--- config.mk ---
export PLATFORM = sky130hd
export DESIGN_NAME = cacc_top
export DESIGN_NICKNAME = d
export VERILOG_FILES = /design/src/hw/cacc_pkg.sv /design/src/hw/cacc_top.sv
export SDC_FILE = /design/constraint.sdc
export NUM_CORES = 1
export LEC_CHECK = 0
export BUFFER_PORTS_ARGS = -buffer_cell sky130_fd_sc_hd__buf_4
export CAP_MARGIN = 20
export CORE_ASPECT_RATIO = 0.5
export CORE_MARGIN = 1
export CORE_UTILIZATION = 50
export DETAILED_ROUTE_END_ITERATION = 10
export HOLD_SLACK_MARGIN = 0.12
export PLACE_DENSITY = 0.67
export SKIP_LAST_GASP = 1
export SYNTH_ARGS = -nofsm -noshare
export SYNTH_HDL_FRONTEND = slang
export SYNTH_SLANG_ARGS = --single-unit
--- constraint.sdc ---
create_clock -name clk -period 5.2 [get_ports clk]
set_input_delay 0.52 -clock clk [delete_from_list [all_inputs] [get_ports clk]]
set_output_delay 0.52 -clock clk [all_outputs]
set_load 0.01 [all_outputs]
--- src/hw/cacc_pkg.sv ---
// Constants, field layouts and types for the capture/compare channel block
package cacc_pkg;

  // Channel count
  localparam int NCH = 3;

  // Register offsets on the byte register port
  localparam logic [7:0] ADDR_MODE0 = 8'h00;  // channel_mode_reg n at ADDR_MODE0 + n
  localparam logic [7:0] ADDR_CPL0  = 8'h04;  // compare_low_byte n at ADDR_CPL0 + 2n
  localparam logic [7:0] ADDR_PCFG  = 8'h0C;  // pulse_config_reg
  localparam logic [7:0] ADDR_FLAGS = 8'h0D;  // event flags, write 0 to clear
  localparam logic [7:0] ADDR_PINS  = 8'h0E;  // synchronised channel pin levels

  // Field positions
  localparam int PCFG_VIEW_BIT = 7;
  localparam int PCFG_OVIE_BIT = 5;
  localparam int PCFG_CLS_LSB  = 0;
  localparam int FLAGS_OVF_BIT = 3;

  // Reset values
  localparam logic [7:0]  MODE_RST = 8'h00;
  localparam logic [15:0] CMP_RST  = 16'h0000;
  localparam logic [1:0]  CLS_RST  = 2'h0;

  // Cycle length select codes
  localparam logic [1:0] CLS_8  = 2'h0;
  localparam logic [1:0] CLS_9  = 2'h1;
  localparam logic [1:0] CLS_10 = 2'h2;
  localparam logic [1:0] CLS_11 = 2'h3;

  // Counter masks for each cycle length
  localparam logic [15:0] MASK_8  = 16'h00FF;
  localparam logic [15:0] MASK_9  = 16'h01FF;
  localparam logic [15:0] MASK_10 = 16'h03FF;
  localparam logic [15:0] MASK_11 = 16'h07FF;

  // Layout of channel_mode_reg, bit 7 down to bit 0
  typedef struct packed {
    logic wide_pulse_select;
    logic comparator_enable;
    logic rise_capture_enable;
    logic fall_capture_enable;
    logic match_flag_enable;
    logic toggle_enable;
    logic pulse_enable;
    logic channel_irq_enable;
  } cacc_mode_reg_t;

  // Operating mode of one channel
  typedef enum logic [2:0] {
    CM_IDLE,
    CM_CAPTURE,
    CM_TIMER,
    CM_HSO,
    CM_FREQ,
    CM_PWM_N,
    CM_PWM_16
  } cacc_chmode_t;

endpackage : cacc_pkg

--- src/hw/cacc_top.sv ---
// Capture/compare channels of a programmable counter array
//
// Notes on behaviour
// - Capture mode copies the 16-bit counter into the channel compare register.
// - Rise/fall capture bits select rising, falling or any edge.
// - Every capture sets the event flag; interrupt requested when enabled.
// - Event flag survives interrupt service; only a software write clears it.
// - With both capture bits set, the pin level stays readable to software.
// - Timer mode compares counter with compare register and sets the flag.
// - With view bit clear, low byte write clears comparator enable; high byte write sets it.
// - High-speed output inverts the pin on each match; with match flag enable it also sets the flag.
// - Comparator disabled in high-speed output holds the pin level.
// - Frequency mode toggles on low-byte match and adds high byte to low.
// - Frequency mode with match flag enable flags full 16-bit equality.
// - 8-11 bit PWM with wide bit clear; cycle length codes 0 to 3 select 8 to 11 bits.
// - All 8-11 bit PWM channels share one cycle length.
// - 16-bit PWM when wide bit and pulse enable set; ignores cycle length.
// - Comparator disabled: toggles hold, every PWM mode drives low.
// - View bit routes compare addresses to compare or auto-reload register.
// - Config bit 5 enables interrupt on partial overflow at bit 8 to 11.
// - Match flag enable, comparator enabled, makes each 16-bit match (N-bit in 8-11 bit PWM) set the event flag outside capture mode.
// - Mode bit 0 enables the channel interrupt in every mode.
// - 8-bit PWM: high on low-byte match, low and reload on overflow.
// - 9-11 bit PWM: high on N-bit match, low, flag and reload on overflow.
//
// The address-and-strobe port and the address map were chosen for this implementation.
`timescale 1ns/10ps
module cacc_top (
  // Clock and reset
  input  wire logic        clk,
  input  wire logic        resetn,
  // Register port
  input  wire logic [7:0]  reg_addr,
  input  wire logic [7:0]  reg_wdata,
  input  wire logic        reg_wr,
  input  wire logic        reg_rd,
  output logic      [7:0]  reg_rdata,
  // Shared counter
  input  wire logic [15:0] cnt_value,
  input  wire logic        cnt_tick,
  // Channel pins
  input  wire logic [2:0]  channel_pin_i,
  output logic      [2:0]  channel_pin_o,
  output logic      [2:0]  channel_pin_oe,
  // Event and interrupt lines
  output logic      [2:0]  channel_event_flag,
  output logic      [2:0]  channel_irq,
  output logic             partial_overflow_flag,
  output logic             partial_overflow_irq
);

  localparam int NCH = cacc_pkg::NCH;

  // Mode decode from the mode register fields
  function automatic cacc_pkg::cacc_chmode_t chmode(input cacc_pkg::cacc_mode_reg_t m);
    cacc_pkg::cacc_chmode_t r;
    r = cacc_pkg::CM_IDLE;
    if (m.pulse_enable) begin
      if (m.wide_pulse_select) begin
        r = cacc_pkg::CM_PWM_16;
      end else if (m.toggle_enable) begin
        r = cacc_pkg::CM_FREQ;
      end else begin
        r = cacc_pkg::CM_PWM_N;
      end
    end else if (m.toggle_enable) begin
      r = cacc_pkg::CM_HSO;
    end else if (m.rise_capture_enable || m.fall_capture_enable) begin
      r = cacc_pkg::CM_CAPTURE;
    end else if (m.match_flag_enable) begin
      r = cacc_pkg::CM_TIMER;
    end
    return r;
  endfunction : chmode

  // Counter mask for the shared cycle length
  function automatic logic [15:0] len_mask(input logic [1:0] cls);
    logic [15:0] r;
    r = cacc_pkg::MASK_8;
    unique case (cls)
      cacc_pkg::CLS_8:  r = cacc_pkg::MASK_8;
      cacc_pkg::CLS_9:  r = cacc_pkg::MASK_9;
      cacc_pkg::CLS_10: r = cacc_pkg::MASK_10;
      cacc_pkg::CLS_11: r = cacc_pkg::MASK_11;
    endcase
    return r;
  endfunction : len_mask

  // Byte address of a compare register
  function automatic logic [7:0] cmp_addr(input int ch, input logic hi);
    return 8'(int'(cacc_pkg::ADDR_CPL0) + 2 * ch) | {7'h00, hi};
  endfunction : cmp_addr

  // Registers
  cacc_pkg::cacc_mode_reg_t mode_q   [NCH];
  logic [15:0]              cmp_q    [NCH];
  logic [15:0]              reload_q [NCH];
  logic                     view_q;
  logic                     ovie_q;
  logic [1:0]               cls_q;
  logic [2:0]               flag_q;
  logic                     ovf_q;
  logic [2:0]               irq_q;
  logic                     ovirq_q;
  logic [2:0]               pin_q;
  logic [2:0]               oe_q;
  logic [7:0]               rdata_q;
  logic [7:0]               rdata_d;
  logic [2:0]               sync1_q;
  logic [2:0]               sync2_q;
  logic [2:0]               prev_q;

  // Decoded per-channel terms and shared counter terms
  cacc_pkg::cacc_chmode_t md       [NCH];
  logic [2:0]             wr_mode;
  logic [2:0]             wr_lo;
  logic [2:0]             wr_hi;
  logic [2:0]             capture;
  logic [2:0]             match16;
  logic [2:0]             match8;
  logic [2:0]             match_n;
  logic [2:0]             ev_set;
  logic [15:0]            mask;
  logic                   ovf_n;
  logic                   ovf16;

  assign mask  = len_mask(cls_q);
  assign ovf_n = cnt_tick && ((cnt_value & mask) == 16'h0000);
  assign ovf16 = cnt_tick && (cnt_value == 16'h0000);

  always_comb begin
    for (int n = 0; n < NCH; n++) begin
      md[n]      = chmode(mode_q[n]);
      wr_mode[n] = reg_wr && (reg_addr == 8'(int'(cacc_pkg::ADDR_MODE0) + n));
      wr_lo[n]   = reg_wr && (reg_addr == cmp_addr(n, 1'b0));
      wr_hi[n]   = reg_wr && (reg_addr == cmp_addr(n, 1'b1));
      match16[n] = cnt_tick && (cnt_value == cmp_q[n]);
      match8[n]  = cnt_tick && (cnt_value[7:0] == cmp_q[n][7:0]);
      match_n[n] = cnt_tick && (((cnt_value ^ cmp_q[n]) & mask) == 16'h0000);
      capture[n] = (md[n] == cacc_pkg::CM_CAPTURE)
                   && ((mode_q[n].rise_capture_enable && sync2_q[n] && !prev_q[n])
                   ||  (mode_q[n].fall_capture_enable && !sync2_q[n] && prev_q[n]));
      ev_set[n]  = capture[n];
      if (mode_q[n].comparator_enable && mode_q[n].match_flag_enable) begin
        unique case (md[n])
          cacc_pkg::CM_PWM_N:  ev_set[n] = match_n[n];
          cacc_pkg::CM_TIMER,
          cacc_pkg::CM_HSO,
          cacc_pkg::CM_FREQ,
          cacc_pkg::CM_PWM_16: ev_set[n] = match16[n];
          cacc_pkg::CM_IDLE,
          cacc_pkg::CM_CAPTURE: ev_set[n] = capture[n];
        endcase
      end
    end
  end

  // Pin synchroniser and edge history
  always_ff @(posedge clk or negedge resetn) begin
    if (!resetn) begin
      sync1_q <= 3'h0;
      sync2_q <= 3'h0;
      prev_q  <= 3'h0;
    end else begin
      sync1_q <= channel_pin_i;
      sync2_q <= sync1_q;
      prev_q  <= sync2_q;
    end
  end

  // Channel mode registers
  always_ff @(posedge clk or negedge resetn) begin
    if (!resetn) begin
      for (int n = 0; n < NCH; n++) begin
        mode_q[n] <= cacc_pkg::MODE_RST;
      end
    end else begin
      for (int n = 0; n < NCH; n++) begin
        if (wr_mode[n]) begin
          mode_q[n] <= reg_wdata;
        end else if (wr_lo[n] && !view_q) begin
          mode_q[n].comparator_enable <= 1'b0;
        end else if (wr_hi[n] && !view_q) begin
          mode_q[n].comparator_enable <= 1'b1;
        end
      end
    end
  end

  // Pulse configuration register
  always_ff @(posedge clk or negedge resetn) begin
    if (!resetn) begin
      view_q <= 1'b0;
      ovie_q <= 1'b0;
      cls_q  <= cacc_pkg::CLS_RST;
    end else if (reg_wr && (reg_addr == cacc_pkg::ADDR_PCFG)) begin
      view_q <= reg_wdata[cacc_pkg::PCFG_VIEW_BIT];
      ovie_q <= reg_wdata[cacc_pkg::PCFG_OVIE_BIT];
      cls_q  <= reg_wdata[cacc_pkg::PCFG_CLS_LSB +: 2];
    end
  end

  // Auto-reload registers
  always_ff @(posedge clk or negedge resetn) begin
    if (!resetn) begin
      for (int n = 0; n < NCH; n++) begin
        reload_q[n] <= cacc_pkg::CMP_RST;
      end
    end else begin
      for (int n = 0; n < NCH; n++) begin
        if (wr_lo[n] && view_q) begin
          reload_q[n][7:0] <= reg_wdata;
        end
        if (wr_hi[n] && view_q) begin
          reload_q[n][15:8] <= reg_wdata;
        end
      end
    end
  end

  // Compare registers: software writes, captures and hardware updates
  always_ff @(posedge clk or negedge resetn) begin
    if (!resetn) begin
      for (int n = 0; n < NCH; n++) begin
        cmp_q[n] <= cacc_pkg::CMP_RST;
      end
    end else begin
      for (int n = 0; n < NCH; n++) begin
        if ((wr_lo[n] || wr_hi[n]) && !view_q) begin
          if (wr_lo[n]) begin
            cmp_q[n][7:0] <= reg_wdata;
          end else begin
            cmp_q[n][15:8] <= reg_wdata;
          end
        end else if (capture[n]) begin
          cmp_q[n] <= cnt_value;
        end else if (md[n] == cacc_pkg::CM_FREQ) begin
          if (mode_q[n].comparator_enable && match8[n]) begin
            cmp_q[n][7:0] <= cmp_q[n][7:0] + cmp_q[n][15:8];
          end
        end else if ((md[n] == cacc_pkg::CM_PWM_N) && ovf_n) begin
          if (cls_q == cacc_pkg::CLS_8) begin
            cmp_q[n][7:0] <= cmp_q[n][15:8];
          end else begin
            cmp_q[n] <= reload_q[n];
          end
        end
      end
    end
  end

  // Channel pin drive
  always_ff @(posedge clk or negedge resetn) begin
    if (!resetn) begin
      pin_q <= 3'h0;
      oe_q  <= 3'h0;
    end else begin
      for (int n = 0; n < NCH; n++) begin
        unique case (md[n])
          cacc_pkg::CM_HSO: begin
            oe_q[n] <= 1'b1;
            if (mode_q[n].comparator_enable && match16[n]) begin
              pin_q[n] <= !pin_q[n];
            end
          end
          cacc_pkg::CM_FREQ: begin
            oe_q[n] <= 1'b1;
            if (mode_q[n].comparator_enable && match8[n]) begin
              pin_q[n] <= !pin_q[n];
            end
          end
          cacc_pkg::CM_PWM_N: begin
            oe_q[n] <= 1'b1;
            if (!mode_q[n].comparator_enable) begin
              pin_q[n] <= 1'b0;
            end else if (match_n[n]) begin
              pin_q[n] <= 1'b1;
            end else if (ovf_n) begin
              pin_q[n] <= 1'b0;
            end
          end
          cacc_pkg::CM_PWM_16: begin
            oe_q[n] <= 1'b1;
            if (!mode_q[n].comparator_enable) begin
              pin_q[n] <= 1'b0;
            end else if (match16[n]) begin
              pin_q[n] <= 1'b1;
            end else if (ovf16) begin
              pin_q[n] <= 1'b0;
            end
          end
          cacc_pkg::CM_IDLE,
          cacc_pkg::CM_CAPTURE,
          cacc_pkg::CM_TIMER: begin
            oe_q[n] <= 1'b0;
          end
        endcase
      end
    end
  end

  // Event flags: hardware set wins over a software clear
  always_ff @(posedge clk or negedge resetn) begin
    if (!resetn) begin
      flag_q <= 3'h0;
      ovf_q  <= 1'b0;
    end else begin
      for (int n = 0; n < NCH; n++) begin
        if (ev_set[n]) begin
          flag_q[n] <= 1'b1;
        end else if (reg_wr && (reg_addr == cacc_pkg::ADDR_FLAGS) && !reg_wdata[n]) begin
          flag_q[n] <= 1'b0;
        end
      end
      if (ovf_n) begin
        ovf_q <= 1'b1;
      end else if (reg_wr && (reg_addr == cacc_pkg::ADDR_FLAGS)
                   && !reg_wdata[cacc_pkg::FLAGS_OVF_BIT]) begin
        ovf_q <= 1'b0;
      end
    end
  end

  // Interrupt request lines
  always_ff @(posedge clk or negedge resetn) begin
    if (!resetn) begin
      irq_q   <= 3'h0;
      ovirq_q <= 1'b0;
    end else begin
      for (int n = 0; n < NCH; n++) begin
        irq_q[n] <= flag_q[n] && mode_q[n].channel_irq_enable;
      end
      ovirq_q <= ovf_q && ovie_q;
    end
  end

  // Read data selection
  always_comb begin
    rdata_d = 8'h00;
    if (reg_addr == cacc_pkg::ADDR_PCFG) begin
      rdata_d = {view_q, 1'b0, ovie_q, 3'h0, cls_q};
    end else if (reg_addr == cacc_pkg::ADDR_FLAGS) begin
      rdata_d = {4'h0, ovf_q, flag_q};
    end else if (reg_addr == cacc_pkg::ADDR_PINS) begin
      rdata_d = {5'h00, sync2_q};
    end
    for (int n = 0; n < NCH; n++) begin
      if (reg_addr == 8'(int'(cacc_pkg::ADDR_MODE0) + n)) begin
        rdata_d = mode_q[n];
      end else if (reg_addr == cmp_addr(n, 1'b0)) begin
        rdata_d = view_q ? reload_q[n][7:0] : cmp_q[n][7:0];
      end else if (reg_addr == cmp_addr(n, 1'b1)) begin
        rdata_d = view_q ? reload_q[n][15:8] : cmp_q[n][15:8];
      end
    end
  end

  always_ff @(posedge clk or negedge resetn) begin
    if (!resetn) begin
      rdata_q <= 8'h00;
    end else if (reg_rd) begin
      rdata_q <= rdata_d;
    end else begin
      rdata_q <= 8'h00;
    end
  end

  assign reg_rdata             = rdata_q;
  assign channel_pin_o         = pin_q;
  assign channel_pin_oe        = oe_q;
  assign channel_event_flag    = flag_q;
  assign channel_irq           = irq_q;
  assign partial_overflow_flag = ovf_q;
  assign partial_overflow_irq  = ovirq_q;

endmodule : cacc_top
==> flow_summary.ini, run 1 <==
[cts]
htreeDepth = 4
cts_setup_buffers = 0
cts_tree = built
clk_latency_ns = 0.45
path_clk_slew_ns = 0.06
root_buffer = clkbuf_16
cts_buffers = 17
clkSinkCount = 155
clockBufferDepth = 2

[drt]
drt_iter0_markers = 1068
wl_per_cell_um = 26.0
vias_per_cell = 6.66
ant_nets = 0
wl_um = 37300
drc = 0
via_count = 9548
first_pass_iters = 5

[worst_setup_path]
critPathKind = reg -> reg
path_delay_family = simple AND/OR/NAND/NOR gates
cp-end-kind = flop
path_cells = nor2b_1 -> and4_1 -> or2_1 -> o21bai_2 -> o22ai_2 -> inv_1 -> mux2_2
required_ns = 5.52
crit_slowest_cell = nor2b_1
max_stage_delay_ns = 0.65
crit_fanout = 13
critPathArrivalTime_ns = 3.24
start_kind = flop
crit_buf_inv = 1

[hold_path]
holdCritPathClass = in -> reg

[power]
ir_worst_vdd_uv = 185
seqPwrFrac = 0.404
power_density_nw_per_um2 = 309
cellLeakagePower_nw = 5.10
p_sw_frac = 0.329
p_switching_mw = 1.20
combPwrFrac = 0.246
p_clk_frac = 0.349
internal-power_mw = 2.46

[grt]
grt_pass1_wl_um = 56700
met2_usage = 0.485
gr-total-overflow = 0
grt_max_degree = 108
track_usage = 0.347
busiest_layer = met1
groute.layer.met1.usage = 0.500
grt_pass1_vias = 9212
met3_usage = 0.108
antenna_found_initial = 0

[cells_and_area]
fillCellCount = 1829
final_cell_count_no_fill = 1433
syn2layout_area_growth_pct = 10.4
drive_above_1_share = 0.207
nets = 1215
final_core_util = 0.569
design_area_um2 = 11800

[synth]
yosys_most_used_dff = dfrtp_1
syn_area_per_cell_um2 = 9.41
synth.area.top_cells = dfrtp_1 (36%), mux2_2 (8.9%), mux2i_1 (4.9%), nand2_1 (4.2%), a21oi_1 (3.8%)
synthArstFlopShare = 1.00
synth_top_area_cell = dfrtp_1
ys_warn_count = 0
syn_inst = 1138
yosysSeqAreaShare = 0.362
synth.distinct_cells = 84
syn_nets = 1202
synth-edff-count = 0
synthTopCellsByCount = dfrtp_1 (155), nand2_1 (119), mux2_2 (85)
syn-cell-area_um2 = 10700
synth.most_common_cell = dfrtp_1
ys_ff_latch = 155
synth.top_cell.area_share = 0.362

[job]
maxCapViolCount = 0

[sta]
timing.hold.ws_ns = 0.184
final_hold_viol_count = 0
skew_ns = 0.00962
rsz0062_at_grt = false
report.final.setup_viol = 0
setup_tns_ns = 0
min_period_ns = 2.92
max-slew-margin-rel = 0.442
tightest_slew_ns = 0.836
period_share = 0.561
max_freq_ghz = 0.343
drv_slew = 0

[floorplan]
die_h_um = 105
fp.dieW_um = 209
rows = 37
dieArea_um2 = 22000
start_util = 0.515
ios = 62
coreArea_um2 = 20800

[placement]
placed_area_um2 = 11200
portBuffers = 61
place_congestion = 0.970
dp_hpwl_um = 27000
place_inst = 1403

[outcome]
status = completed
-- metal layers --
metal  routed length (µm)  vias up
met3                 4630       90
met4                 1090        0
li1                     -     4171
met2                15400      559
met5                    0        -
met1                16200     4728
-- flip-flops by register name, indices dropped and copies added (netlist names), 8 cells and up --
register,cells
reload_q,48
cmp_q,48
mode_q,24
reg_rdata,8
-- worst reg2reg max path: stages (launching register included) --
cell      delay, ns
dfrtp_2        0.40
nor2b_1        0.65
and4_1         0.61
or2_1          0.22
o21bai_2       0.13
o22ai_2        0.22
inv_1          0.21
mux2_2         0.36
-- area by class of cell --
cell class	instances	area [µm²]	share of cell area
inverter	26	97.6	0.00826
clock buffer	19	453	0.0383
sequential	155	3880	0.328
antenna	1	2.50	0.000212
timing repair buffer	70	559	0.0473
tap	273	342	0.0289
multi-input combinational	881	6360	0.538
clock inverter	8	123	0.0104
-- final timing paths --
check | startpoint | endpoint | slack [ns] | cells after the start
max | view_q | cmp_q[37] | 2.28 | 7
max reg2reg | view_q | cmp_q[37] | 2.28 | 7
min reg2reg | sync1_q[2] | sync2_q[2] | 0.35 | 0
min | channel_pin_i[2] | sync1_q[2] | 0.18 | 1
min in group asynchronous | resetn | reload_q[26] | 0.46 | 2
max in group asynchronous | resetn | mode_q[14] | 3.90 | 3
-- power by group through the flow --
stage | logic (mW) | clock network [mW] | registers [mW]
2_1_floorplan | 0.636 | 0 | 1.43
3_3_place_gp | 0.868 | 0 | 1.49
3_5_place_dp | 0.878 | 0 | 1.49
4_1_cts | 0.886 | 1.28 | 1.47
5_1_grt | 0.990 | 1.33 | 1.49
6_report | 0.901 | 1.28 | 1.48
-- kinds of logic after synthesis --
logic type,count (synthesis),synth area share
adder cells (fa/ha/maj),24,0.0301
buffers and inverters,102,0.0446
flip-flops,155,0.362
XOR/XNOR,62,0.0507
multiplexers,148,0.156
AO/OA/AOI/OAI,310,0.198
AND/OR/NAND/NOR,337,0.159
-- timing repair --
action / in CTS / in global routing
endpoints found under the hold margin: 0 / 11
gates resized for setup: 0 / 0
hold buffers: 0 / 1
-- cells in the final DEF, fill, tap and decap left out, types with 21 or more instances in the layout --
cell type  netlist  final
mux2_2          85     85
nand2_1        119    119
o21ai_0         61     61
a211oi_1        21     21
nor3_1          24     24
nand3_1         26     26
nor2_1          71     70
buf_4            6     66
mux2i_1         52     52
ha_1            21     21
a21oi_1         82     81
xor2_1          26     26
a21o_1          29     29
xnor2_1         36     36
dfrtp_1        155    154
inv_1           26     26
-- stage by stage --
stage	total power, mW	setup WS [ns]
finish	3.66	2.28
global route	3.81	2.15
CTS	3.64	2.36
detailed placement	2.37	2.08
global placement	2.36	2.21
floorplan	2.07	2.89
(Power assumes the default switching activity.)
==> run 2: changes to the inputs <==
--- a/config.mk
+++ b/config.mk
@@ -5,6 +5,7 @@
 export SDC_FILE = /design/constraint.sdc
 export NUM_CORES = 1
 export LEC_CHECK = 0
+export ABC_AREA = 1
 export BUFFER_PORTS_ARGS = -buffer_cell sky130_fd_sc_hd__buf_4
 export CAP_MARGIN = 20
 export CORE_ASPECT_RATIO = 0.5
@@ -12,7 +13,7 @@
 export CORE_UTILIZATION = 50
 export DETAILED_ROUTE_END_ITERATION = 10
 export HOLD_SLACK_MARGIN = 0.12
-export PLACE_DENSITY = 0.67
+export PLACE_DENSITY = 0.7
 export SKIP_LAST_GASP = 1
 export SYNTH_ARGS = -nofsm -noshare
 export SYNTH_HDL_FRONTEND = slang
==> constraint.sdc (replaced) <==
create_clock -name clk -period 2.5 [get_ports clk]
set_input_delay 0.25 -clock clk [delete_from_list [all_inputs] [get_ports clk]]
set_output_delay 0.25 -clock clk [all_outputs]
set_load 0.01 [all_outputs]
==> run 2 against run 1 <==
  * Non-clock buffer count rose by 36
  * Die area rose by 2.7%
  * Fmax rose by 25%
  * Largest power group unchanged
  * Via count rose by 21%
  * Area after synthesis rose by 2.7%
  * Count of clock-buffer cells in the layout rose by 3
  * Synthesized cell count rose by 40%
  * Sequential cell count did not move
  * First-iteration DRC count rose by 16%
==> flow_summary.ini, run 2 <==
[worst_setup_path]
critPathArrivalTime_ns = 2.66
critPathKind = reg -> reg
cp-end-kind = flop
start_kind = flop
crit_fanout = 5
required_ns = 2.84

[power]
power_density_nw_per_um2 = 666
seqPwrFrac = 0.377
p_switching_mw = 3.09
internal-power_mw = 5.23
p_sw_frac = 0.371
p_clk_frac = 0.319
cellLeakagePower_nw = 6.12
combPwrFrac = 0.304
ir_worst_vdd_uv = 797

[floorplan]
coreArea_um2 = 21100
ios = 62
die_h_um = 107
rows = 37
fp.dieW_um = 212
start_util = 0.522
dieArea_um2 = 22600

[synth]
syn_area_per_cell_um2 = 6.92
synth_top_area_cell = dfrtp_1
synth.distinct_cells = 54
synthTopCellsByCount = nand2_1 (432), o21ai_0 (220), dfrtp_1 (155)
synthArstFlopShare = 1.00
ys_ff_latch = 155
synth.area.top_cells = dfrtp_1 (35%), nand2_1 (15%), o21ai_0 (10%), inv_1 (5.1%), nor2_1 (4.5%)
syn_inst = 1590
syn-cell-area_um2 = 11000
synth.most_common_cell = nand2_1
yosys_most_used_dff = dfrtp_1
synth.top_cell.area_share = 0.353
yosysSeqAreaShare = 0.353
ys_warn_count = 0
synth-edff-count = 0
syn_nets = 1654

[outcome]
status = completed

[cells_and_area]
diodes = 0
top_regs = cmp_q: 48 flops, reload_q: 48 flops, mode_q: 24 flops
regArea_um2 = 3880
nets = 1712
mostFrequentLayoutCell = nand2_1
design_area_um2 = 12500
fillCellCount = 2014
syn2layout_area_growth_pct = 13.6
multi_input_area_um2 = 6170
layout_common_cells = nand2_1 (432), o21ai_0 (220), dfrtp_1 (155)
drive_above_1_share = 0.118

[cts]
clockBufferDepth = 2
ctsResizeCount = 0
path_clk_slew_ns = 0.07
holdBufCountCts = 7
root_buffer = clkbuf_16
cts_tree = built
cts_setup_buffers = 0
clk_latency_ns = 0.45
cts_buffers = 17
htreeDepth = 4
clkSinkCount = 155

[placement]
portBuffers = 61
dp_hpwl_um = 32400
place_congestion = 0.996
placed_area_um2 = 11800

[drt]
wl_per_cell_um = 21.6
via_count = 11600
drt_iter0_markers = 1234
wl_um = 42200
vias_per_cell = 5.92
first_pass_iters = 6
drc = 0
ant_nets = 0

[grt]
gr-total-overflow = 0
track_usage = 0.387
antenna_found_initial = 0
grt_pass1_vias = 10900
grt_pass1_wl_um = 63900
grt_max_degree = 57

[sta]
tightest_slew_ns = 0.942
rsz0062_at_grt = false
drv_slew = 0
setup_tns_ns = 0
final_hold_viol_count = 0
max_freq_ghz = 0.430
report.final.setup_viol = 0
skew_ns = 0.00789
period_share = 0.930
min_period_ns = 2.32
max-slew-margin-rel = 0.371

[job]
maxCapViolCount = 0

[hold_path]
holdCritPathClass = in -> reg
run 2: power by group through the flow:
stage          registers [mW]  clock network, mW  logic, mW
2_1_floorplan            3.03                  0       1.72
3_3_place_gp             3.17                  0       2.40
3_5_place_dp             3.16                  0       2.45
4_1_cts                  3.12               2.69       2.48
5_1_grt                  3.16               2.80       2.82
6_report                 3.14               2.66       2.53
run 2: path summary, 6_finish.rpt:
check,startpoint,to,slack [ns],cells after the start
max,cmp_q[8],cmp_q[4],0.18,12
min,reg_wdata[0],channel_event_flag[0],0.14,3
max reg2reg,cmp_q[8],cmp_q[4],0.18,12
min reg2reg,sync1_q[0],sync2_q[0],0.35,0
max in group asynchronous,resetn,mode_q[2],1.46,3
min in group asynchronous,resetn,reload_q[37],0.31,2
run 2: routing by layer:
layer  vias up  routed length (µm)  GRT usage
met5         -                   0          0
met4         0                1240      0.145
met3        83                5230      0.139
met2       615               17700      0.560
met1      5501               18000      0.525
li1       5363                   -          -
run 2: layout make-up:
type,count,area share
clock buffer,22,0.0380
clock inverter,10,0.00921
sequential,155,0.310
timing repair buffer,106,0.0684
inverter,167,0.0506
tap,292,0.0292
multi-input combinational,1201,0.494
run 2: critical path: stages, from the launching register on:
cell and delay (ns):
dfrtp_1 0.50, ha_1 0.28, inv_1 0.07, fa_1 0.42
inv_1 0.10, a31oi_1 0.09, xor2_1 0.17, nand2_1 0.07
o21ai_0 0.13, o21ai_0 0.18, nand2_1 0.09, nand2_1 0.06
nand2_1 0.05
run 2: cell families (layout without fill, tap and decap cells):
| kind of cell | count (synthesis) | count (layout) | share of synthesized area |
|---|---|---|---|
| xor gates and xnor gates | 37 | 37 | 0.0295 |
| adders and majority gates | 24 | 24 | 0.0293 |
| AOI/OAI and AO/OA | 385 | 385 | 0.193 |
| and+or+nand+nor | 752 | 752 | 0.307 |
| DFF | 155 | 155 | 0.353 |
| muxes | 3 | 3 | 0.00273 |
| buffers and inverters | 234 | 305 | 0.0861 |
run 2: through the flow:
step / hold slack (ns) / total power [mW] / utilization / instances / setup slack (ns)
floorplan: -0.0456 / 4.75 / - / 1590 / 0.679
finish: 0.137 / 8.33 / 0.593 / 1953 / 0.175
CTS: 0.123 / 8.29 / 0.593 / 1953 / 0.244
global route: 0.144 / 8.78 / 0.593 / 1953 / 0.0408
detailed placement: 0.238 / 5.61 / 0.562 / 1914 / 0.210
global placement: 0.231 / 5.57 / 0.562 / 1914 / 0.234
==> run 3: changes to the inputs <==
--- a/config.mk
+++ b/config.mk
@@ -10,10 +10,10 @@
 export CAP_MARGIN = 20
 export CORE_ASPECT_RATIO = 0.5
 export CORE_MARGIN = 1
-export CORE_UTILIZATION = 50
+export CORE_UTILIZATION = 55
 export DETAILED_ROUTE_END_ITERATION = 10
 export HOLD_SLACK_MARGIN = 0.12
-export PLACE_DENSITY = 0.7
+export PLACE_DENSITY = 0.76
 export SKIP_LAST_GASP = 1
 export SYNTH_ARGS = -nofsm -noshare
 export SYNTH_HDL_FRONTEND = slang
==> run 3 against run 2 <==
  * Register-to-register slack lost 0.03 ns
  * Critical path type unchanged
  * Clock skew grew 0.0010 ns
  * Largest cell class unchanged
  * Largest power group unchanged
  * First-iteration DRC count grew 30%
==> flow_summary.ini, run 3 (synthesis gave the netlist of run 2 again) <==
[outcome]
status = completed

[floorplan]
coreArea_um2 = 19500
rows = 36
fp.dieW_um = 202
dieArea_um2 = 20600
die_h_um = 102
ios = 62
start_util = 0.564

[cts]
htreeDepth = 4
root_buffer = clkbuf_16
path_clk_slew_ns = 0.07
cts_tree = built
clk_latency_ns = 0.46
clockBufferDepth = 2
cts_buffers = 17
clkSinkCount = 155

[drt]
vias_per_cell = 6.18
wl_per_cell_um = 22.0
first_pass_iters = 5
drc = 0
wl_um = 42400
drt_iter0_markers = 1608
ant_nets = 0
via_count = 11900

[worst_setup_path]
required_ns = 2.85
critPathArrivalTime_ns = 2.70
crit_fanout = 12
crit_slowest_cell = dfrtp_1
r2r_slack_ns = 0.14
path_common_cell = nor2_1
max_stage_delay_ns = 0.51
start_kind = flop
cp-end-kind = flop
path_cells = nor2_8 -> nor2_1 -> nor2_1 -> nand3_2 -> inv_2 -> nand2_1 -> o21ai_4 -> nand2_2 -> nor2_1 -> nor2_1
critPathKind = reg -> reg
reg2reg_depth = 10

[power]
combPwrFrac = 0.294
seqPwrFrac = 0.368
p_switching_mw = 3.18
internal-power_mw = 5.43
power_density_nw_per_um2 = 686
p_clk_frac = 0.339
ir_worst_vdd_uv = 512
cellLeakagePower_nw = 6.16
p_sw_frac = 0.369

[sta]
setup_tns_ns = 0
fin_ws_ns = 0.144
tightest_slew_ns = 0.858
final_hold_viol_count = 0
rsz0062_at_grt = true
min_period_ns = 2.36
report.final.setup_viol = 0
period_share = 0.942
max_freq_ghz = 0.424
drv_slew = 0
skew_ns = 0.00889
max-slew-margin-rel = 0.427

[cells_and_area]
final_cell_count_no_fill = 1931
layout_common_cells = nand2_1 (432), o21ai_0 (220), dfrtp_1 (155)
drive_above_1_share = 0.121
top_regs = cmp_q: 48 flops, reload_q: 48 flops, mode_q: 24 flops
nets = 1716
fillCellCount = 1784
diodes = 0
mostFrequentLayoutCell = nand2_1
syn2layout_area_growth_pct = 14.0

[hold_path]
min_path_cells = 3
holdCritPathClass = in -> reg

[placement]
portBuffers = 61
place_inst = 1891
dp_hpwl_um = 31900
dpl_worst_slack_ns = 0.0740
place_congestion = 1.06

[job]
maxCapViolCount = 0

[grt]
gr-total-overflow = 0
antenna_found_initial = 1
grt_pass1_vias = 10800
grt_pass1_wl_um = 63800
track_usage = 0.419
grt_max_degree = 80
==> run 3: final timing paths <==
kind | from | endpoint
max | cls_q[0] | cmp_q[47]
min | reg_wdata[1] | channel_event_flag[1]
max reg2reg | cls_q[0] | cmp_q[47]
min reg2reg | sync1_q[0] | sync2_q[0]
max in group asynchronous | resetn | cmp_q[43]
min in group asynchronous | resetn | channel_pin_oe[2]
==> run 3: final cells by class <==
type                            count  area [µm²]  share of cell area
Tap cell                          266         333              0.0265
Multi-Input combinational cell   1201        6180               0.493
Sequential cell                   155        3880               0.309
Clock buffer                       20         457              0.0364
Clock inverter                     12         186              0.0149
Timing Repair Buffer              110         875              0.0697
Inverter                          167         633              0.0505
==> run 3: metal layers <==
| metal | global-route usage | up-vias | routed length, µm |
|---|---|---|---|
| met2 | 0.624 | 848 | 17700 |
| li1 | - | 5381 | - |
| met5 | 0 | - | 0 |
| met1 | 0.578 | 5566 | 17200 |
| met4 | 0.174 | 0 | 1690 |
| met3 | 0.114 | 142 | 5780 |
==> run 3: repair_timing <==
action,in CTS,in global routing
hold buffers,8,0
setup endpoints to repair,0,8
setup buffers,0,0
resized for setup,0,3
endpoints found under the hold margin,59,0
==> run 3: stage by stage <==
stage	area (µm²)	hold WS [ns]	power, mW	util
floorplan	11000	-0.0456	4.75	-
global placement	11800	0.186	5.55	0.606
detailed placement	11800	0.189	5.63	0.606
CTS	12500	0.148	8.53	0.643
global route	12500	0.160	9.00	0.643
finish	12500	0.164	8.61	0.643
==> run 3: power groups by stage <==
stage | sequential (mW) | combinational (mW) | clock [mW]
after CTS | 3.15 | 2.47 | 2.91
after global routing | 3.18 | 2.81 | 3.02
after detailed placement | 3.19 | 2.44 | 0
after floorplan | 3.03 | 1.72 | 0
final | 3.16 | 2.53 | 2.91
after global placement | 3.18 | 2.37 | 0
==> run 3: critical path: cells and delay by family, from the launching register on <==
kind,cells,cell delay (ns)
simple gates,8,1.27
flops,1,0.51
compound gates,1,0.25
buf+inv,1,0.19
